### config.mk
export PLATFORM = sky130hd
export DESIGN_NAME = mgp_mii_phy
export DESIGN_NICKNAME = d
export VERILOG_FILES = /design/src/verilog/mgp_pkg.sv /design/src/verilog/mgp_clk_if.sv /design/src/verilog/mgp_clk_gen.sv /design/src/verilog/mgp_mii_phy.sv
export VERILOG_INCLUDE_DIRS = /design/src /design/src/verilog
export SDC_FILE = /design/constraint.sdc
export NUM_CORES = 1
export LEC_CHECK = 0
export BUFFER_PORTS_ARGS = -buffer_cell sky130_fd_sc_hd__buf_2
export CAP_MARGIN = 20
export CORE_UTILIZATION = 54
export CTS_CLUSTER_DIAMETER = 150
export DETAILED_ROUTE_END_ITERATION = 16
export PLACE_DENSITY = 0.87
export SLEW_MARGIN = 10
export SYNTH_ARGS = -nofsm -noshare
export SYNTH_HDL_FRONTEND = slang
export SYNTH_SLANG_ARGS = --single-unit
### constraint.sdc
create_clock -name clk -period 1.8 [get_ports clk]
set_input_delay 0.18 -clock clk [delete_from_list [all_inputs] [get_ports clk]]
set_output_delay 0.18 -clock clk [all_outputs]
set_load 0.01 [all_outputs]
### src/verilog/mgp_defs.svh
// Named constants for the PHY-side MII/GMII block.
// Assumes inclusion by bare name from every design file that needs them.
`ifndef MGP_DEFS_SVH
`define MGP_DEFS_SVH

// System clock and the three MII/GMII clock rates, in kHz
`define MGP_CLK_KHZ        200000
`define MGP_F10_KHZ        2500
`define MGP_F100_KHZ       25000
`define MGP_F1000_KHZ      125000

// Width of the clock divider counter
`define MGP_DIV_W          8

// Speed codes as they arrive on the configuration pins
`define MGP_SPD_CODE_10    2'h0
`define MGP_SPD_CODE_100   2'h1

// Field positions inside the synchronised pin vector
`define MGP_SY_W           18
`define MGP_SY_GTX         0
`define MGP_SY_TXER        1
`define MGP_SY_TXEN        2
`define MGP_SY_TXD_LO      3
`define MGP_SY_TXD_HI      10
`define MGP_SY_MDIX        11
`define MGP_SY_ANSPD_LO    12
`define MGP_SY_ANSPD_HI    13
`define MGP_SY_ANDONE      14
`define MGP_SY_ANEN        15
`define MGP_SY_FSPD_LO     16
`define MGP_SY_FSPD_HI     17

// Data lane layout
`define MGP_NIB_LO_HI      3
`define MGP_NIB_HI_LO      4
`define MGP_NIB_HI_HI      7
`define MGP_NIB_PAD        4'h0
`define MGP_BYTE_ZERO      8'h00

`endif

### src/verilog/mgp_pkg.sv
// Types shared by the PHY-side MII/GMII block.
// Assumes nothing beyond a SystemVerilog compiler.
package mgp_pkg;

    // Resolved link speed
    typedef enum logic [1:0] {
        SPD_10,
        SPD_100,
        SPD_1000
    } mgp_speed_t;

    // Line coding chosen for the shared drivers
    typedef enum logic [1:0] {
        COD_MANCHESTER,
        COD_MLT3,
        COD_PAM5
    } mgp_coding_t;

    // Class of each symbol handed to the line encoder
    typedef enum logic [1:0] {
        SYM_IDLE,
        SYM_DATA,
        SYM_INVALID,
        SYM_HALT
    } mgp_sym_t;

endpackage : mgp_pkg

### src/verilog/mgp_clk_if.sv
// Carrier between the MII clock generator and the main block.
// Assumes both ends run on the same system clock.
interface mgp_clk_if;
    import mgp_pkg::*;

    mgp_speed_t speed;
    logic       tx_clk;
    logic       rx_clk;
    logic       tx_fall;
    logic       rx_fall;

    modport gen (input speed, output tx_clk, rx_clk, tx_fall, rx_fall);
    modport use_side (output speed, input tx_clk, rx_clk, tx_fall, rx_fall);
endinterface : mgp_clk_if

### src/verilog/mgp_clk_gen.sv
// MII transmit and receive clock generator by division of clk.
// Assumes clk at MGP_CLK_KHZ; speed comes already resolved and registered.
`include "mgp_defs.svh"
module mgp_clk_gen (
    input wire logic clk,
    input wire logic reset_n,
    mgp_clk_if.gen   cif
);
    import mgp_pkg::*;

    // Half periods; a rate above half of clk falls to one cycle
    localparam int H10_I   = `MGP_CLK_KHZ / (2 * `MGP_F10_KHZ);
    localparam int H100_I  = `MGP_CLK_KHZ / (2 * `MGP_F100_KHZ);
    localparam int H1000_I = `MGP_CLK_KHZ / (2 * `MGP_F1000_KHZ);
    localparam logic [`MGP_DIV_W-1:0] H10 =
        `MGP_DIV_W'(H10_I < 1 ? 1 : H10_I);
    localparam logic [`MGP_DIV_W-1:0] H100 =
        `MGP_DIV_W'(H100_I < 1 ? 1 : H100_I);
    localparam logic [`MGP_DIV_W-1:0] H1000 =
        `MGP_DIV_W'(H1000_I < 1 ? 1 : H1000_I);
    localparam logic [`MGP_DIV_W-1:0] ONE = `MGP_DIV_W'(1);

    logic [`MGP_DIV_W-1:0] cnt;
    mgp_speed_t            speed_q;
    wire logic [`MGP_DIV_W-1:0] half;
    wire logic                  gig;
    wire logic                  wrap;

    // Divider selection
    assign gig  = (cif.speed == SPD_1000);
    assign half = gig ? H1000 : (cif.speed == SPD_100) ? H100 : H10;
    assign wrap = (cnt == half - ONE);

    // Both clocks share one divider; a speed change restarts it cleanly
    always_ff @(posedge clk or negedge reset_n) begin
        if (!reset_n) begin
            cnt         <= '0;
            speed_q     <= SPD_10;
            cif.rx_clk  <= 1'b0;
            cif.tx_clk  <= 1'b0;
            cif.rx_fall <= 1'b0;
            cif.tx_fall <= 1'b0;
        end else begin
            speed_q     <= cif.speed;
            cif.rx_fall <= 1'b0;
            cif.tx_fall <= 1'b0;
            if (speed_q != cif.speed) begin
                cnt        <= '0;
                cif.rx_clk <= 1'b0;
                cif.tx_clk <= 1'b0;
            end else if (wrap) begin
                cnt         <= '0;
                cif.rx_clk  <= ~cif.rx_clk;               // RL5
                cif.rx_fall <= cif.rx_clk;
                cif.tx_clk  <= gig ? 1'b0 : ~cif.tx_clk;  // RL13
                cif.tx_fall <= cif.tx_clk & ~gig;
            end else begin
                cnt <= cnt + ONE;
            end
        end
    end
endmodule : mgp_clk_gen

### src/verilog/mgp_mii_phy.sv
// PHY-side MII/GMII block: transmit error coding, receive presentation,
// line coding and pair selection per speed.
// Assumes MAC pins and strap/config pins are asynchronous to clk and that
// the symbol recovery logic on the receive side runs on clk.
//
// Summary of operation
// RL1: At 100 and 1000 Mb/s TX_ER high makes invalid line symbols.
// RL2: MAC drives TX_ER in step with TX_CLK or GTX_CLK.
// RL3: At 100 Mb/s an error gives one invalid symbol, then Halt while held.
// RL4: At 1000 Mb/s each errored byte becomes a non-data code-group.
// RL5: RX_CLK runs at 2.5, 25 or 125 MHz by speed; at 1000 the divider gives one-cycle half periods, 100 MHz.
// RL6: Receive data goes out as nibbles at 10/100, bytes at 1000.
// RL7: RX_DV is high exactly while valid receive data is presented.
// RL8: RX_ER follows detected receive errors at 100 and 1000 Mb/s.
// RL9: Coding is Manchester, MLT-3 or PAM-5 by speed.
// RL10: Drivers follow forced speed or the auto-negotiation result.
// RL11: 10/100 uses pair A or B per crossover; pairs C, D idle.
// RL12: Transmit data is taken only while TX_EN is high.
// RL13: TX_CLK runs at 2.5 or 25 MHz for 10/100.
// RL14: MAC supplies a continuous 125 MHz GTX_CLK in gigabit mode; the bench MAC model runs it at 8 MHz.
// RL15: At 10 Mb/s RX_ER stays low and TX_ER is ignored.
`include "mgp_defs.svh"
module mgp_mii_phy (
    input  wire logic               clk,
    input  wire logic               reset_n,
    // Speed configuration pins
    input  wire logic [1:0]         speed_forced,
    input  wire logic               an_enable,
    input  wire logic               an_done,
    input  wire logic [1:0]         an_speed,
    input  wire logic               mdix,
    // MAC transmit side
    input  wire logic               gtx_clk,
    input  wire logic [7:0]         mii_txd,
    input  wire logic               mii_tx_en,
    input  wire logic               mii_tx_er,
    output logic                    mii_tx_clk,
    // MAC receive side
    output logic                    mii_rx_clk,
    output logic [7:0]              mii_rxd,
    output logic                    mii_rx_dv,
    output logic                    mii_rx_er,
    // From symbol recovery
    input  wire logic               rx_sym_valid,
    input  wire logic [7:0]         rx_sym_data,
    input  wire logic               rx_sym_err,
    output logic                    rx_sym_ready,
    // To line encoder and drivers
    output logic                    tx_sym_valid,
    output logic [7:0]              tx_sym_data,
    output mgp_pkg::mgp_sym_t       tx_sym_class,
    output mgp_pkg::mgp_coding_t    line_coding,
    output logic                    line_pair_a_tx_pos_en,
    output logic                    line_pair_b_tx_pos_en,
    output logic                    line_pair_a_rx_pos_sel,
    output logic                    line_pair_b_rx_pos_sel,
    output logic                    line_pair_c_en,
    output logic                    line_pair_d_en
);
    import mgp_pkg::*;

    mgp_clk_if cif ();

    logic [`MGP_SY_W-1:0] sy1;
    logic [`MGP_SY_W-1:0] sy2;
    logic                 gtx_q;
    mgp_speed_t           speed;
    logic                 er_seen;
    logic [7:0]           rx_hold;
    logic                 rx_hold_err;
    logic                 rx_full;
    logic                 nib_hi;

    wire logic [`MGP_SY_W-1:0] pins;
    wire logic        s_gtx;
    wire logic        s_tx_er;
    wire logic        s_tx_en;
    wire logic [7:0]  s_txd;
    wire logic        s_mdix;
    wire logic [1:0]  s_an_speed;
    wire logic        s_an_done;
    wire logic        s_an_en;
    wire logic [1:0]  s_fspd;
    wire logic [1:0]  spd_code;
    wire mgp_speed_t  spd_decoded;
    wire logic        is10;
    wire logic        is100;
    wire logic        gig;
    wire logic        gtx_fall;
    wire logic        tx_take;
    wire logic        rx_take;
    wire logic        rx_present;
    wire logic        next_full;
    wire logic [7:0]  rx_lane;

    // Divided MII clocks
    mgp_clk_gen u_clk_gen (
        .clk     (clk),
        .reset_n (reset_n),
        .cif     (cif.gen)
    );

    // Pin vector; every asynchronous input passes two flops before use
    assign pins = {speed_forced, an_enable, an_done, an_speed, mdix,
                   mii_txd, mii_tx_en, mii_tx_er, gtx_clk};

    always_ff @(posedge clk or negedge reset_n) begin
        if (!reset_n) begin
            sy1   <= '0;
            sy2   <= '0;
            gtx_q <= 1'b0;
        end else begin
            sy1   <= pins;
            sy2   <= sy1;
            gtx_q <= sy2[`MGP_SY_GTX];
        end
    end

    // Field split of the synchronised pins
    assign s_gtx      = sy2[`MGP_SY_GTX];
    assign s_tx_er    = sy2[`MGP_SY_TXER];
    assign s_tx_en    = sy2[`MGP_SY_TXEN];
    assign s_txd      = sy2[`MGP_SY_TXD_HI:`MGP_SY_TXD_LO];
    assign s_mdix     = sy2[`MGP_SY_MDIX];
    assign s_an_speed = sy2[`MGP_SY_ANSPD_HI:`MGP_SY_ANSPD_LO];
    assign s_an_done  = sy2[`MGP_SY_ANDONE];
    assign s_an_en    = sy2[`MGP_SY_ANEN];
    assign s_fspd     = sy2[`MGP_SY_FSPD_HI:`MGP_SY_FSPD_LO];

    // Speed source: forced pins, or auto-negotiation once it is done
    assign spd_code    = s_an_en ? s_an_speed : s_fspd;
    assign spd_decoded = (spd_code == `MGP_SPD_CODE_10)  ? SPD_10 :
                         (spd_code == `MGP_SPD_CODE_100) ? SPD_100 :
                                                           SPD_1000;

    // Holding the last speed while negotiation runs avoids driver churn
    always_ff @(posedge clk or negedge reset_n) begin
        if (!reset_n) begin
            speed <= SPD_10;
        end else if (!s_an_en || s_an_done) begin
            speed <= spd_decoded;                       // RL10
        end
    end

    assign cif.speed = speed;
    assign is10  = (speed == SPD_10);
    assign is100 = (speed == SPD_100);
    assign gig   = (speed == SPD_1000);

    // Driver configuration and pair use; mdix swaps A and B
    always_ff @(posedge clk or negedge reset_n) begin
        if (!reset_n) begin
            line_coding            <= COD_MANCHESTER;
            line_pair_a_tx_pos_en  <= 1'b0;
            line_pair_b_tx_pos_en  <= 1'b0;
            line_pair_a_rx_pos_sel <= 1'b0;
            line_pair_b_rx_pos_sel <= 1'b0;
            line_pair_c_en         <= 1'b0;
            line_pair_d_en         <= 1'b0;
        end else begin
            line_coding <= gig ? COD_PAM5 :
                           is100 ? COD_MLT3 : COD_MANCHESTER;  // RL9
            line_pair_a_tx_pos_en  <= gig | ~s_mdix;           // RL11
            line_pair_b_tx_pos_en  <= gig | s_mdix;            // RL11
            line_pair_a_rx_pos_sel <= gig | s_mdix;            // RL11
            line_pair_b_rx_pos_sel <= gig | ~s_mdix;           // RL11
            line_pair_c_en         <= gig;                     // RL11
            line_pair_d_en         <= gig;                     // RL11
        end
    end

    // Sample MAC signals mid-period, well clear of the launching edge
    assign gtx_fall = gtx_q & ~s_gtx;
    assign tx_take  = gig ? gtx_fall : cif.tx_fall;    // RL2 RL14

    // Transmit symbol classification per speed
    always_ff @(posedge clk or negedge reset_n) begin
        if (!reset_n) begin
            tx_sym_valid <= 1'b0;
            tx_sym_data  <= `MGP_BYTE_ZERO;
            tx_sym_class <= SYM_IDLE;
            er_seen      <= 1'b0;
        end else begin
            tx_sym_valid <= tx_take;
            if (tx_take) begin
                tx_sym_data <= !s_tx_en ? `MGP_BYTE_ZERO :
                               gig ? s_txd :
                               {`MGP_NIB_PAD,
                                s_txd[`MGP_NIB_LO_HI:0]};  // RL12
                if (s_tx_er && is100) begin
                    tx_sym_class <= er_seen ? SYM_HALT
                                            : SYM_INVALID;  // RL1 RL3
                    er_seen      <= 1'b1;
                end else if (s_tx_er && gig) begin
                    tx_sym_class <= SYM_INVALID;            // RL1 RL4
                    er_seen      <= 1'b0;
                end else begin
                    // 10 Mb/s lands here even with TX_ER high
                    tx_sym_class <= s_tx_en ? SYM_DATA
                                            : SYM_IDLE;     // RL12 RL15
                    er_seen      <= 1'b0;
                end
            end
        end
    end

    // Receive hand-off: one byte held, split into two nibbles below 1000
    assign rx_take    = rx_sym_valid & rx_sym_ready;
    assign rx_present = cif.rx_fall & rx_full;
    assign next_full  = rx_take | (rx_full & ~(rx_present & (gig | nib_hi)));
    assign rx_lane    = gig ? rx_hold :
                        nib_hi ? {`MGP_NIB_PAD,
                                  rx_hold[`MGP_NIB_HI_HI:`MGP_NIB_HI_LO]} :
                                 {`MGP_NIB_PAD,
                                  rx_hold[`MGP_NIB_LO_HI:0]};

    always_ff @(posedge clk or negedge reset_n) begin
        if (!reset_n) begin
            rx_hold      <= `MGP_BYTE_ZERO;
            rx_hold_err  <= 1'b0;
            rx_full      <= 1'b0;
            rx_sym_ready <= 1'b0;
        end else begin
            rx_full      <= next_full;
            rx_sym_ready <= ~next_full;
            if (rx_take) begin
                rx_hold     <= rx_sym_data;
                rx_hold_err <= rx_sym_err;
            end
        end
    end

    // Outputs change on the RX_CLK falling edge, so the MAC samples on rise
    always_ff @(posedge clk or negedge reset_n) begin
        if (!reset_n) begin
            mii_rxd   <= `MGP_BYTE_ZERO;
            mii_rx_dv <= 1'b0;
            mii_rx_er <= 1'b0;
            nib_hi    <= 1'b0;
        end else if (cif.rx_fall) begin
            mii_rxd   <= rx_full ? rx_lane : `MGP_BYTE_ZERO;  // RL6
            mii_rx_dv <= rx_full;                             // RL7
            mii_rx_er <= rx_full & rx_hold_err & ~is10;       // RL8 RL15
            nib_hi    <= rx_full & ~gig & ~nib_hi;            // RL6
        end
    end

    // Clock pins taken from the divider flops
    always_ff @(posedge clk or negedge reset_n) begin
        if (!reset_n) begin
            mii_tx_clk <= 1'b0;
            mii_rx_clk <= 1'b0;
        end else begin
            mii_tx_clk <= cif.tx_clk;                         // RL13
            mii_rx_clk <= cif.rx_clk;                         // RL5
        end
    end
endmodule : mgp_mii_phy

==> impl_metrics.json <==
{
  "clk_path_buf_depth": 2,
  "finalSetupViolCount": 0,
  "rr_worst_depth": 6,
  "hold_viol": 0,
  "startpoint_type": "register",
  "drt_wl_total_um": 5944,
  "fin_area_um2": 4119,
  "final_nets": 368,
  "grt_pass1_wl_um": 9618,
  "async_flop_share_pct": 100.0,
  "syn_inst": 248,
  "htree_levels": 3,
  "cp-end-kind": "register",
  "synth_seq_cells": 93,
  "drv_cap": 0,
  "fmax_mhz": 589.7,
  "r2r_start": "cif.speed[1]",
  "synth_edf_count": 0,
  "final_cell_mix": "dfrtp_1, buf_2, nand2_1, dlygate4sd3_1",
  "area_growth_pct": 25.70,
  "gr-total-overflow": 0,
  "powerDensity_nw_per_um2": 1112,
  "period_needed_ps": 1696,
  "cts_buffers": 9,
  "worst_slack_ps": 104.3,
  "drt-met1-wl_um": 2470,
  "vias_per_cell": 5.051,
  "criticalPathCategory": "reg -> reg",
  "avgSynthCellArea_um2": 13.21,
  "die_h_um": 79.90,
  "layout-drive-gt1-share_pct": 31.07,
  "vias": 2086,
  "grt_pass1_vias": 2065,
  "fin_cells": 413,
  "pin_count": 62,
  "dr.pass1.iters": 4,
  "yosys_most_used_dff": "dfrtp_1",
  "path_clk_slew_ps": 90,
  "dieArea_um2": 6384,
  "arrival_ps": 1950,
  "final_common_cell": "dfrtp_1",
  "core-area_um2": 5886,
  "grtUsageTotal_pct": 20.88,
  "root_buffer": "clkbuf_8",
  "hold_class": "in -> reg",
  "finalSetupTns_ps": 0,
  "syn_nets": 283,
  "clockPowerShare_pct": 30.9,
  "wl_per_cell_um": 14.39,
  "io_buffer_count": 61,
  "yosysWarnings": 0,
  "num_rows": 28,
  "globalplace.congestion": 0.7727,
  "sw_frac_of_total_pct": 27.67,
  "grt_antenna_before_repair": 0,
  "crit_fanout": 6,
  "wl_met2_um": 3069,
  "fillers": 409,
  "drt_iter0_drc": 152,
  "dp_cells": 376,
  "post_dp_cell_area_um2": 3654,
  "p_comb_share_pct": 14.7,
  "routed.top_layer": "met4",
  "skew_ps": 6.657,
  "r2r_setup_slack_ps": 100,
  "power_frac_seq_pct": 54.4,
  "wl_met3_um": 280,
  "irDropWorstVdd_v": 0.0008622,
  "tritoncts": "yes",
  "drv_slew": 0,
  "intPower_mw": 3.315,
  "ant_nets": 0,
  "synth.distinct_cells": 35,
  "die_x_um": 79.90,
  "switchingPower_mw": 1.268,
  "crit_required_ps": 2050,
  "place_hpwl_um": 3698,
  "clkLatencyLatePin_ps": 360,
  "diodes": 0,
  "pre_cts_slack_ps": 17.79,
  "finalCritPeriodShare_pct": 94.21,
  "max_slew_margin_pct": 67.57,
  "status": "finished, final reports clean",
  "endpoint": "u_clk_gen.cif.tx_fall",
  "leakage_nw": 2.044,
  "total_power_mw": 4.582,
  "grt_max_degree": 94,
  "ys_seq_area_share_pct": 71.02,
  "tightest_slew_ps": 486.5,
  "start_util_pct": 55.68,
  "reg2reg_to": "u_clk_gen.cif.tx_fall",
  "drc_errors": 0,
  "grt_setup_unrepaired": "no",
  "cts.sinks": 93,
  "cp-startpoint": "cif.speed[1]",
  "synthesis.area_um2": 3277
}
==> worst min-delay path by stage <==
stage / to / startpoint / cells past startpoint
global placement: mii_rxd[0] / reset_n / 2
finish: rx_hold[4] / rx_sym_data[4] / 2
CTS: rx_hold[3] / rx_sym_data[3] / 2
detailed placement: mii_rxd[0] / reset_n / 2
floorplan: cif.speed[0] / reset_n / 0
global route: rx_hold[4] / rx_sym_data[4] / 2
==> power by group through the flow <==
stage / combinational (mW) / clock [mW] / sequential [mW]
after floorplan: 0.348 / 0 / 2.51
after global placement: 0.564 / 0 / 2.51
after detailed placement: 0.597 / 0 / 2.52
after CTS: 0.643 / 1.44 / 2.48
after global routing: 0.751 / 1.54 / 2.53
final: 0.676 / 1.41 / 2.49
==> per-layer routing <==
metal | track usage (%) | up-vias
li1 | - | 982
met1 | 27.01 | 1024
met2 | 33.76 | 66
met3 | 4.686 | 14
met4 | 9.464 | 0
met5 | 0 | -
==> critical path, cell delays in order, from the launching register on <==
cell and delay [ps]:
dfrtp_2 420, inv_1 80, ha_1 290, and3b_2 230
o211ai_4 280, nor2_4 70, and4_1 210
==> kinds of logic after synthesis <==
logic type | after synthesis | synth area share [%]
mux | 15 | 4.926
compound gates | 32 | 6.033
fa+ha+maj | 5 | 1.909
buf+inv | 28 | 3.780
xor+xnor | 10 | 2.673
flops | 93 | 71.02
simple gates | 65 | 9.661
==> final cells by class <==
class / count / area [um^2] / share of cell area [%]
clock buffers: 9 / 123.9 / 3.007
clock inverters: 7 / 83.83 / 2.035
inverters: 17 / 63.81 / 1.549
multi-input cells: 127 / 877.1 / 21.29
flip-flops and latches: 93 / 2328 / 56.53
well taps: 75 / 93.84 / 2.278
repair buffers: 85 / 548.0 / 13.30
==> registers in the layout, summed over array words and instances (netlist names), 2 cells and up <==
name               count
cif.speed              2
line_coding            2
mii_rxd                8
rx_hold                8
sy1                   18
sy2                   18
tx_sym_class           2
tx_sym_data            8
u_clk_gen.cnt          8
u_clk_gen.speed_q      2
==> cell usage after synthesis (2+ instances only) <==
cell type | number | area (um^2)
mux2_2 | 9 | 101.4
mux2i_1 | 6 | 60.06
nand2_1 | 31 | 116.4
and3_1 | 2 | 12.51
xor2_1 | 8 | 70.07
buf_4 | 4 | 30.03
o21ai_0 | 16 | 80.08
nand3_1 | 9 | 45.04
o22ai_1 | 8 | 50.05
xnor2_1 | 2 | 17.52
nor2_1 | 11 | 41.29
clkbuf_1 | 3 | 11.26
ha_1 | 5 | 62.56
dfrtp_1 | 93 | 2327
nand2b_1 | 3 | 18.77
inv_1 | 17 | 63.81
buf_2 | 3 | 15.01
==> stage by stage <==
step | hold WS (ps) | utilization, %
floorplan | -115.6 | -
global placement | 246.9 | 62.07
detailed placement | 255.2 | 62.07
CTS | 35.72 | 68.96
global route | 38.36 | 69.98
finish | 48.75 | 69.98
==> repair_timing <==
item                                    CTS  global route
endpoints found under the setup margin    8            13
endpoints found under the hold margin   111             0
pin swaps                                 0             1
hold buffers                             19             0
buffers inserted                          0             2
resized for setup                         1            10
(Power assumes the default switching activity.)
